### src/fws_map.svh
`ifndef FWS_MAP_SVH
`define FWS_MAP_SVH

// -----------------------------------------------------------------------
// Program store control register
// -----------------------------------------------------------------------
`define FWS_PSC_ADDR      8'h8F
`define FWS_PSC_RESET     8'h00
`define FWS_PSC_WE_BIT    0
`define FWS_PSC_EE_BIT    1

// -----------------------------------------------------------------------
// Flash geometry
// -----------------------------------------------------------------------
`define FWS_ADDR_W        15
`define FWS_PAGE_SHIFT    9
`define FWS_PAGE_W        6
`define FWS_LOCK_ADDR     15'h7FFF
`define FWS_ERASED_BYTE   8'hFF
`define FWS_BLOCKED_READ  8'h00

`endif

### src/fws_pkg.sv
package fws_pkg;

    // Flash controller operations.
    typedef enum logic [1:0] {
        FWS_OP_NONE,
        FWS_OP_READ,
        FWS_OP_WRITE,
        FWS_OP_ERASE
    } fws_op_t;

    // Lock byte capture sequence.
    typedef enum logic [1:0] {
        FWS_ST_FETCH,
        FWS_ST_WAIT,
        FWS_ST_RUN
    } fws_state_t;

endpackage : fws_pkg

### src/fws_guard_if.sv
`include "fws_map.svh"

// Carries the page check between the top and the page guard.
interface fws_guard_if;
    logic [`FWS_ADDR_W-1:0] addr;
    logic [7:0]             lock_byte;
    logic                   privileged;
    logic                   allow;

    modport top   (output addr, output lock_byte, output privileged,
                   input allow);
    modport guard (input addr, input lock_byte, input privileged,
                   output allow);
endinterface : fws_guard_if

### src/fws_page_guard.sv
`include "fws_map.svh"

module fws_page_guard
    import fws_pkg::*;
(
    // Check request and answer
    fws_guard_if.guard g
);

    // -------------------------------------------------------------------
    // Page lock decode
    // -------------------------------------------------------------------
    logic [`FWS_ADDR_W-1:0] lock_addr;
    logic [`FWS_PAGE_W-1:0] page;
    logic [7:0]             locked_pages;
    logic                   in_low_run;
    logic                   in_lock_page;
    logic                   any_lock;

    // The locked count is the ones complement of the lock byte, pages from
    // zero upward; the lock byte page joins as soon as any bit is zero.
    always_comb begin
        lock_addr    = `FWS_LOCK_ADDR;
        page         = g.addr[`FWS_ADDR_W-1:`FWS_PAGE_SHIFT];
        locked_pages = ~g.lock_byte;
        any_lock     = (locked_pages != 8'h00);
        in_low_run   = ({2'b00, page} < locked_pages);
        in_lock_page =
            (page == lock_addr[`FWS_ADDR_W-1:`FWS_PAGE_SHIFT]);
        g.allow = g.privileged
                  || !(in_low_run || (any_lock && in_lock_page));
    end

endmodule : fws_page_guard

### src/fws_flash_guard.sv
`include "fws_map.svh"

module fws_flash_guard
    import fws_pkg::*;
(
    // Clock and reset
    input  wire logic                   clock,
    input  wire logic                   sys_rst,
    // Special function register port
    input  wire logic                   sfr_wr,
    input  wire logic                   sfr_rd,
    input  wire logic [7:0]             sfr_addr,
    input  wire logic [7:0]             sfr_wdata,
    output logic      [7:0]             sfr_rdata,
    // Core data-move and code-move requests
    input  wire logic                   xdata_wr,
    input  wire logic                   xdata_rd,
    input  wire logic                   code_rd,
    input  wire logic [`FWS_ADDR_W-1:0] mem_addr,
    input  wire logic [7:0]             mem_wdata,
    input  wire logic                   code_privileged,
    // Serial debug requests, never privileged
    input  wire logic                   dbg_rd,
    input  wire logic                   dbg_wr,
    input  wire logic                   dbg_erase,
    // Flash array port
    output logic                        flash_wr,
    output logic                        flash_erase,
    output logic                        flash_rd,
    output logic      [`FWS_ADDR_W-1:0] flash_addr,
    output logic      [7:0]             flash_wdata,
    input  wire logic [7:0]             flash_rdata,
    input  wire logic                   flash_busy,
    // On-chip data RAM port
    output logic                        ram_wr,
    output logic                        ram_rd,
    output logic      [`FWS_ADDR_W-1:0] ram_addr,
    output logic      [7:0]             ram_wdata,
    // Read answer and status
    output logic      [7:0]             rd_data,
    output logic                        rd_valid,
    output logic                        access_denied,
    output logic                        lock_ready
);

    // -------------------------------------------------------------------
    // State
    // -------------------------------------------------------------------
    logic [7:0]             psc_reg,    psc_next;
    logic [7:0]             lock_reg,   lock_next;
    fws_state_t             st_reg,     st_next;
    logic                   frd_reg,    frd_next;
    logic                   fwr_reg,    fwr_next;
    logic                   fer_reg,    fer_next;
    logic [`FWS_ADDR_W-1:0] faddr_reg,  faddr_next;
    logic [7:0]             fwd_reg,    fwd_next;
    logic                   rwr_reg,    rwr_next;
    logic                   rrd_reg,    rrd_next;
    logic [`FWS_ADDR_W-1:0] raddr_reg,  raddr_next;
    logic [7:0]             rwd_reg,    rwd_next;
    logic [7:0]             rdat_reg,   rdat_next;
    logic                   rval_reg,   rval_next;
    logic                   den_reg,    den_next;
    logic                   pend_reg,   pend_next;
    logic                   pblk_reg,   pblk_next;
    logic [7:0]             sdat_reg,   sdat_next;
    logic                   lrdy_reg,   lrdy_next;

    logic                   we_bit;
    logic                   ee_bit;
    logic                   allow;
    logic                   is_dbg;
    logic                   want_wr;
    logic                   want_rd;
    logic                   want_er;

    fws_guard_if gi ();

    // -------------------------------------------------------------------
    // Page guard
    // -------------------------------------------------------------------
    assign gi.addr       = mem_addr;
    assign gi.lock_byte  = lock_reg;
    assign gi.privileged = code_privileged && !is_dbg;
    assign allow         = gi.allow;

    fws_page_guard u_guard (
        .g (gi.guard)
    );

    // Debug requests take the same path as the core but are never trusted.
    always_comb begin
        is_dbg  = dbg_rd || dbg_wr || dbg_erase;
        we_bit  = psc_reg[`FWS_PSC_WE_BIT];
        ee_bit  = psc_reg[`FWS_PSC_EE_BIT];
        want_wr = (xdata_wr && we_bit && !ee_bit) || dbg_wr;
        want_er = (xdata_wr && we_bit && ee_bit) || dbg_erase;
        want_rd = code_rd || dbg_rd;
    end

    // -------------------------------------------------------------------
    // Next-state logic
    // -------------------------------------------------------------------
    // The lock byte is fetched once after reset; until then every flash
    // request, privileged or not, is dropped without access_denied, since the
    // protection state is unknown.
    always_comb begin
        psc_next   = psc_reg;
        lock_next  = lock_reg;
        st_next    = st_reg;
        frd_next   = 1'b0;
        fwr_next   = 1'b0;
        fer_next   = 1'b0;
        faddr_next = faddr_reg;
        fwd_next   = fwd_reg;
        rwr_next   = 1'b0;
        rrd_next   = 1'b0;
        raddr_next = raddr_reg;
        rwd_next   = rwd_reg;
        rdat_next  = rdat_reg;
        rval_next  = 1'b0;
        den_next   = 1'b0;
        pend_next  = 1'b0;
        pblk_next  = 1'b0;
        sdat_next  = sdat_reg;
        if (sfr_wr && sfr_addr == `FWS_PSC_ADDR) begin
            psc_next = sfr_wdata;
        end
        if (sfr_rd && sfr_addr == `FWS_PSC_ADDR) begin
            sdat_next = psc_reg;
        end
        unique case (st_reg)
            FWS_ST_FETCH: begin
                frd_next   = 1'b1;
                faddr_next = `FWS_LOCK_ADDR;
                st_next    = FWS_ST_WAIT;
            end
            FWS_ST_WAIT: begin
                lock_next = flash_rdata;
                st_next   = FWS_ST_RUN;
            end
            FWS_ST_RUN: begin
                // Data-move traffic other than flash writes lands in RAM.
                if (xdata_rd || (xdata_wr && !we_bit)) begin
                    rrd_next   = xdata_rd;
                    rwr_next   = xdata_wr && !xdata_rd;
                    raddr_next = mem_addr;
                    rwd_next   = mem_wdata;
                end
                if (!flash_busy && (want_wr || want_er)) begin
                    if (allow) begin
                        fwr_next   = want_wr;
                        fer_next   = want_er;
                        faddr_next = mem_addr;
                        fwd_next   = mem_wdata;
                    end else begin
                        den_next = 1'b1;
                    end
                end else if (want_rd && !want_wr && !want_er) begin
                    frd_next   = 1'b1;
                    faddr_next = mem_addr;
                    pend_next  = 1'b1;
                    pblk_next  = !allow;
                end
            end
        endcase
        // Read answer one cycle after the flash read strobe.
        if (pend_reg) begin
            rval_next = 1'b1;
            rdat_next = pblk_reg ? `FWS_BLOCKED_READ : flash_rdata;
            den_next  = den_next || pblk_reg;
        end
        // Ready is registered so the status pin comes from a flop.
        lrdy_next = (st_next == FWS_ST_RUN);
    end

    // -------------------------------------------------------------------
    // Registers
    // -------------------------------------------------------------------
    always_ff @(posedge clock or posedge sys_rst) begin
        if (sys_rst) begin
            psc_reg   <= `FWS_PSC_RESET;
            lock_reg  <= 8'h00;
            st_reg    <= FWS_ST_FETCH;
            frd_reg   <= 1'b0;
            fwr_reg   <= 1'b0;
            fer_reg   <= 1'b0;
            faddr_reg <= '0;
            fwd_reg   <= 8'h00;
            rwr_reg   <= 1'b0;
            rrd_reg   <= 1'b0;
            raddr_reg <= '0;
            rwd_reg   <= 8'h00;
            rdat_reg  <= 8'h00;
            rval_reg  <= 1'b0;
            den_reg   <= 1'b0;
            pend_reg  <= 1'b0;
            pblk_reg  <= 1'b0;
            sdat_reg  <= 8'h00;
            lrdy_reg  <= 1'b0;
        end else begin
            psc_reg   <= psc_next;
            lock_reg  <= lock_next;
            st_reg    <= st_next;
            frd_reg   <= frd_next;
            fwr_reg   <= fwr_next;
            fer_reg   <= fer_next;
            faddr_reg <= faddr_next;
            fwd_reg   <= fwd_next;
            rwr_reg   <= rwr_next;
            rrd_reg   <= rrd_next;
            raddr_reg <= raddr_next;
            rwd_reg   <= rwd_next;
            rdat_reg  <= rdat_next;
            rval_reg  <= rval_next;
            den_reg   <= den_next;
            pend_reg  <= pend_next;
            pblk_reg  <= pblk_next;
            sdat_reg  <= sdat_next;
            lrdy_reg  <= lrdy_next;
        end
    end

    // -------------------------------------------------------------------
    // Outputs
    // -------------------------------------------------------------------
    assign sfr_rdata     = sdat_reg;
    assign flash_wr      = fwr_reg;
    assign flash_erase   = fer_reg;
    assign flash_rd      = frd_reg;
    assign flash_addr    = faddr_reg;
    assign flash_wdata   = fwd_reg;
    assign ram_wr        = rwr_reg;
    assign ram_rd        = rrd_reg;
    assign ram_addr      = raddr_reg;
    assign ram_wdata     = rwd_reg;
    assign rd_data       = rdat_reg;
    assign rd_valid      = rval_reg;
    assign access_denied = den_reg;
    assign lock_ready    = lrdy_reg;

endmodule : fws_flash_guard

### config.mk
export PLATFORM = sky130hd
export DESIGN_NAME = fws_flash_guard
export DESIGN_NICKNAME = d
export VERILOG_FILES = /design/src/fws_pkg.sv /design/src/fws_guard_if.sv /design/src/fws_page_guard.sv /design/src/fws_flash_guard.sv
export VERILOG_INCLUDE_DIRS = /design/src /design/src/src
export SDC_FILE = /design/constraint.sdc
export NUM_CORES = 1
export LEC_CHECK = 0
export BUFFER_PORTS_ARGS = -buffer_cell sky130_fd_sc_hd__buf_2
export CAP_MARGIN = 10
export CORE_UTILIZATION = 28
export DETAILED_ROUTE_END_ITERATION = 16
export SLEW_MARGIN = 25
export SYNTH_ARGS = -nofsm -noshare
export SYNTH_HDL_FRONTEND = slang
export SYNTH_HIERARCHICAL = 1
export SYNTH_SLANG_ARGS = --single-unit
### constraint.sdc
create_clock -name clock -period 3.3 [get_ports clock]
set_input_delay 0.165 -clock clock [delete_from_list [all_inputs] [get_ports clock]]
set_output_delay 0.165 -clock clock [all_outputs]
set_load 0.02 [all_outputs]
* Word-level counts from Yosys, hierarchy flattened
Cells that the tools add are included. W data, S select, Z words.
Word-level totals: flip-flop bits (word level) 90, bits of input ports 59, logic and storage cells 93
Operators by class: order comparisons 1, eq/ne operators 7, multiplexer cells 28, bitwise logic cells 1, reductions and logical operators 37
Operators by type and width (number):
- $mux W15 | 3
- $pmux W15 S2 | 1
- $mux W1 | 21
- $logic_and A1 B1 Y1 | 12
- $logic_or A1 B1 Y1 | 10
- $logic_not A1 Y1 | 9
- $eq A8 B8 Y1 const B | 1
- $lt A6 B8 Y1 | 1
- $mux W8 | 1
- $not A8 Y8 | 1
- $reduce_bool A8 Y1 | 1
- $eq A6 B6 Y1 const B | 1
- $ne A3 B3 Y1 const B | 2
- $reduce_and A3 Y1 | 2
- $eq A2 B2 Y1 const B | 2
- $pmux W2 S2 | 1
- $eq A2 B1 Y1 const B | 1
- $logic_not A2 Y1 | 1
- $pmux W1 S2 | 1
- $reduce_and A2 Y1 | 1
- $reduce_bool A2 Y1 | 1

* Logic depth before layout (Yosys ltp)
depth in word-level cells 11, depth in mapped cells 9, gate-level depth less buffers 8

* Modules after synthesis
Netlist, hierarchy kept.
Modules (own cells, without submodules):
- fws_flash_guard | times used 1, cells each 316, area each 3916.3 um2, seq. area each 2252.2 um2
- fws_page_guard | times used 1, cells each 19, area each 153.9 um2, seq. area each 0.0 um2

* Worst setup path before layout
No wires, ideal clock.
path type reg-to-reg, start reg lock_reg[2] (netlist: gi.lock_byte[2]), end reg faddr_reg[0] (netlist: flash_addr[0]), library setup time 111 ps, data arrival time 2137 ps, path slack 1052 ps, stages on the path, launching flop included 10, period minus slack after synthesis 2248 ps, cells stage by stage dfrtp_1 > ha_1 > o211ai_2 > nand2_1 > a41oi_2 > o21bai_1 > nor2b_1 > dlymetal6s2s_1 > nor3_1 > a2111oi_2
Between the ends: longest elaborated chain between the ends 8, elaborated cells on any way between the ends 9, those cells by class order compare (1); eq/ne (1); bitwise (1); reduce/logical (6)
Ends and longest elaborated chain:
- start, declared | line fws_flash_guard.sv:50 | logic [7:0] lock_reg, lock_next;
- start signal, assigned | line fws_flash_guard.sv:203 | lock_reg <= lock_next;
- $not A8 Y8 (*) | line fws_page_guard.sv:25 | locked_pages = ~g.lock_byte;
- parallel branches: the longest is 2 deep, another holds $lt A6 B8 Y1
- $logic_or A1 B1 Y1 (*) | line fws_page_guard.sv:31 | || !(in_low_run || (any_lock && in_lock_page));
- $logic_not A1 Y1 (*) | line fws_page_guard.sv:31
- $logic_or A1 B1 Y1 (*) | line fws_page_guard.sv:31
- net allow | line fws_flash_guard.sv:71 | logic allow;
- $ne A3 B3 Y1 (no line) (*)
- $reduce_and A3 Y1 (no line) (*)
- end signal, assigned | line fws_flash_guard.sv:208 | faddr_reg <= faddr_next;
- end, declared | line fws_flash_guard.sv:55 | logic [`FWS_ADDR_W-1:0] faddr_reg, faddr_next;
Mark *: on every way through the listed nets, which the timed path passes. A chain may end at the register's enable or synchronous reset.

* Worst setup path after layout
start reg lock_reg[2] (netlist: gi.lock_byte[2]), end reg faddr_reg[9] (netlist: flash_addr[9])
The elaborated chain is that of the path after synthesis.

==> flow_summary_export.csv <==
group,metric,value,unit
worst_setup_path,crit_required,3490,ps
layout,nFillCells,1396,
routing,detail-route-antenna-nets,0,
synth,synth_fa_ha_area_share,2.77,%
global_route,grt_pass1_vias,3275,
floorplan,coreArea,0.0140,mm^2
worst_setup_path,crit_end,"flash_addr[9]",
routing,vias,3095,
sta,tightest_slew,873,ps
worst_setup_path,crit_path_end_kind,"flip-flop",
clocking,cts_resized,0,
place,port_buffers,128,
layout,regArea,0.00225,mm^2
sta,setup_viol_count_final,0,
worst_setup_path,path_max_fanout,15,
global_route,grt_util_met1,18.2,%
global_route,busiest_layer,"met2",
synth,syn_area_per_cell,12.1,um^2
place,placedInstanceArea,0.00491,mm^2
clocking,clk_path_buf_depth,2,
worst_setup_path,crit_type,"reg2reg",
place,gp_congestion,0.723,
worst_setup_path,reg2reg_from,"gi.lock_byte[2]",
routing,totalWireLength,10700,um
clocking,cts-root-buf,"clkbuf_16",
power_and_ir_drop,vdd_ir_drop_max,0.339,mV
worst_setup_path,arrival,2700,ps
synth,ys_seq_area_share,55.3,%
layout,antenna_cells,0,
synth,synth_fp_nets,403,
routing,wire_per_inst,16.6,um
global_route,grtUsageMet3,5.34,%
floorplan,num_io_pins,129,
sta,period_needed,2510,ps
synth,synth_top_family_by_area,"multiplexers",
clocking,cts_buffers,9,
floorplan,initial_core_util,29.0,%
worst_hold_path,min_path_type,"in2async",
synth,synth_enable_flop_cells,0,
outcome,outcome,"finished with violations",
layout,multi_input_area,0.00163,mm^2
power_and_ir_drop,power.density,575,mW/mm^2
sta,finalHoldViolCount,5,
floorplan,die_h,123,um
worst_setup_path,cp-start-kind,"flip-flop",
sta,period_share,76.1,%
layout,fin_cells,645,
synth,yosys_warnings,6,
synth,synth_cell_type_count,42,
synth,syn_inst,335,
synth,synth-seq-cells,90,
layout,nNetsFinal,529,
worst_setup_path,worst-r2r-cell-count,8,
global_route,grt-ovfl-total,0,
global_route,grt_max_degree,69,
global_route,grt_usage,15.2,%
worst_setup_path,reg2reg_slack,790,ps
synth,muxShareOfSynthArea,15.5,%
layout,fin_area,0.00524,mm^2
place,place.detailed.hpwl,7540,um
sta,slew_headroom,41.8,%
synth,synthFlopType,"dfrtp_1",
global_route,grt_antenna_before_repair,0,
layout,layout-drive-gt1-share,48.0,%
synth,async_flop_share,100,%
outcome,violations,"hold timing",
clocking,cts.sinks,90,
global_route,grt_pass1_wl,16900,um
routing,viasPerCell,4.80,
routing,dr.first_iter.drc_count,90,
global_route,grt_use_met2,25.3,%
worst_setup_path,worstReg2RegEnd,"flash_addr[9]",
flow_run,maxCapViolations,0,
routing,drcViolationCount,0,
sta,skew,8.27,ps
sta,slew_violations,0,
sta,hold_slack,-20.0,ps
routing,drt-pass1-iter-count,4,
sta,finalSetupTns,0,ps
synth,syn_area,0.00407,mm^2
sta,rsz0062_at_grt,"no",
sta,fmaxAchievable,0.398,GHz
floorplan,die_area,0.0150,mm^2
floorplan,die_w,123,um
synth,synth_xor_area_share,0,%
clocking,cts_tree,"done",
clocking,clk_pin_slew,70,ps
power_and_ir_drop,leakagePower,2.49,nW
floorplan,rows,43,
layout,synthToLayoutAreaGrowth,28.7,%
synth,synth_compound_area_share,8.64,%
clocking,cts_max_level,3,
clocking,cts_setup_buffers,0,
worst_setup_path,crit_path_start,"gi.lock_byte[2]",
clocking,hold_buffers,0,
place,dp.cells,630,
synth,synth-simple-area-share,12.6,%
clocking,clkLatencyLatePin,350,ps
worst min-delay path by stage:
stage / endpoint
after floorplan: ram_wr
after global placement: ram_wr
after detailed placement: ram_wr
after CTS: ram_wr
after global routing: ram_wr
final: sfr_rdata[6]
critical path, stage by stage (launching register included):
cell	delay (ps)
dfrtp_1	390
ha_1	310
o211ai_2	80
nand2_1	80
a41oi_2	120
o21bai_1	260
nand3b_1	250
mux2i_4	610
a2111oi_0	240
stage by stage:
step | utilization (%) | power, mW | worst slack [ps]
3_5_place_dp | 35.0 | 1.91 | 783
6_report | 37.3 | 3.01 | 790
4_1_cts | 37.3 | 3.07 | 784
5_1_grt | 37.3 | 3.16 | 556
3_3_place_gp | 34.9 | 1.88 | 608
2_1_floorplan | - | 1.68 | 800
final cells by class:
class / count / area share [%]
Inverter: 30 / 2.20
Multi-Input combinational cell: 196 / 31.1
Clock buffer: 11 / 4.83
Tap cell: 180 / 4.30
Timing Repair Buffer: 134 / 13.1
Sequential cell: 90 / 43.0
Clock inverter: 4 / 1.43
logic make-up (layout without fill, tap and decap cells):
family,after synthesis,after routing
AO/OA/AOI/OAI,36,36
adder cells (fa/ha/maj),9,9
buffers and inverters,49,179
flip-flops,90,90
multiplexers,56,56
AND/OR/NAND/NOR,95,95
cells in the final DEF (no fill, tap or decap), drive strengths merged, types with 2 or more instances in the layout:
cell type and instances:
buf 134, dfrtp 90, mux2 55, nor3 46
inv 30, nand2b 16, a2111oi 15, nand2 13
clkbuf 11, ha 9, o22ai 7, nor2 4
nand3 4, o21ai 3, nor2b 2, nand3b 2
nor4b 2, clkinvlp 2, bufinv 2, nand4 2
a21oi 2
synthesized netlist by cell type, drive strengths merged, types with 2 or more instances:
cell type  number  area [um^2]
dfrtp          90         2250
mux2           55          619
nor3           46          230
inv            30          113
nand2b         16          100
a2111oi        15          194
nand2          13         48.8
clkbuf         11         42.5
ha              9          113
buf             7         43.8
o22ai           7         43.8
nand3           4         30.0
nor2            4         17.5
o21ai           3         15.0
a21oi           2         10.0
nand3b          2         15.0
nand4           2         12.5
nor2b           2         12.5
nor4b           2         17.5
power breakdown:
part | switching, mW | internal, mW | total, mW | leakage [nW]
clock network | 0.431 | 0.700 | 1.13 | 0.154
registers | 0.0759 | 1.22 | 1.30 | 1.09
logic | 0.345 | 0.236 | 0.581 | 1.24
per-layer routing:
layer,share of wire (%),vias to the layer above
li1,-,1444
met4,1.4,0
met5,0,-
met2,49,108
met3,6.9,13
met1,42,1530
(Power assumes the default switching activity.)
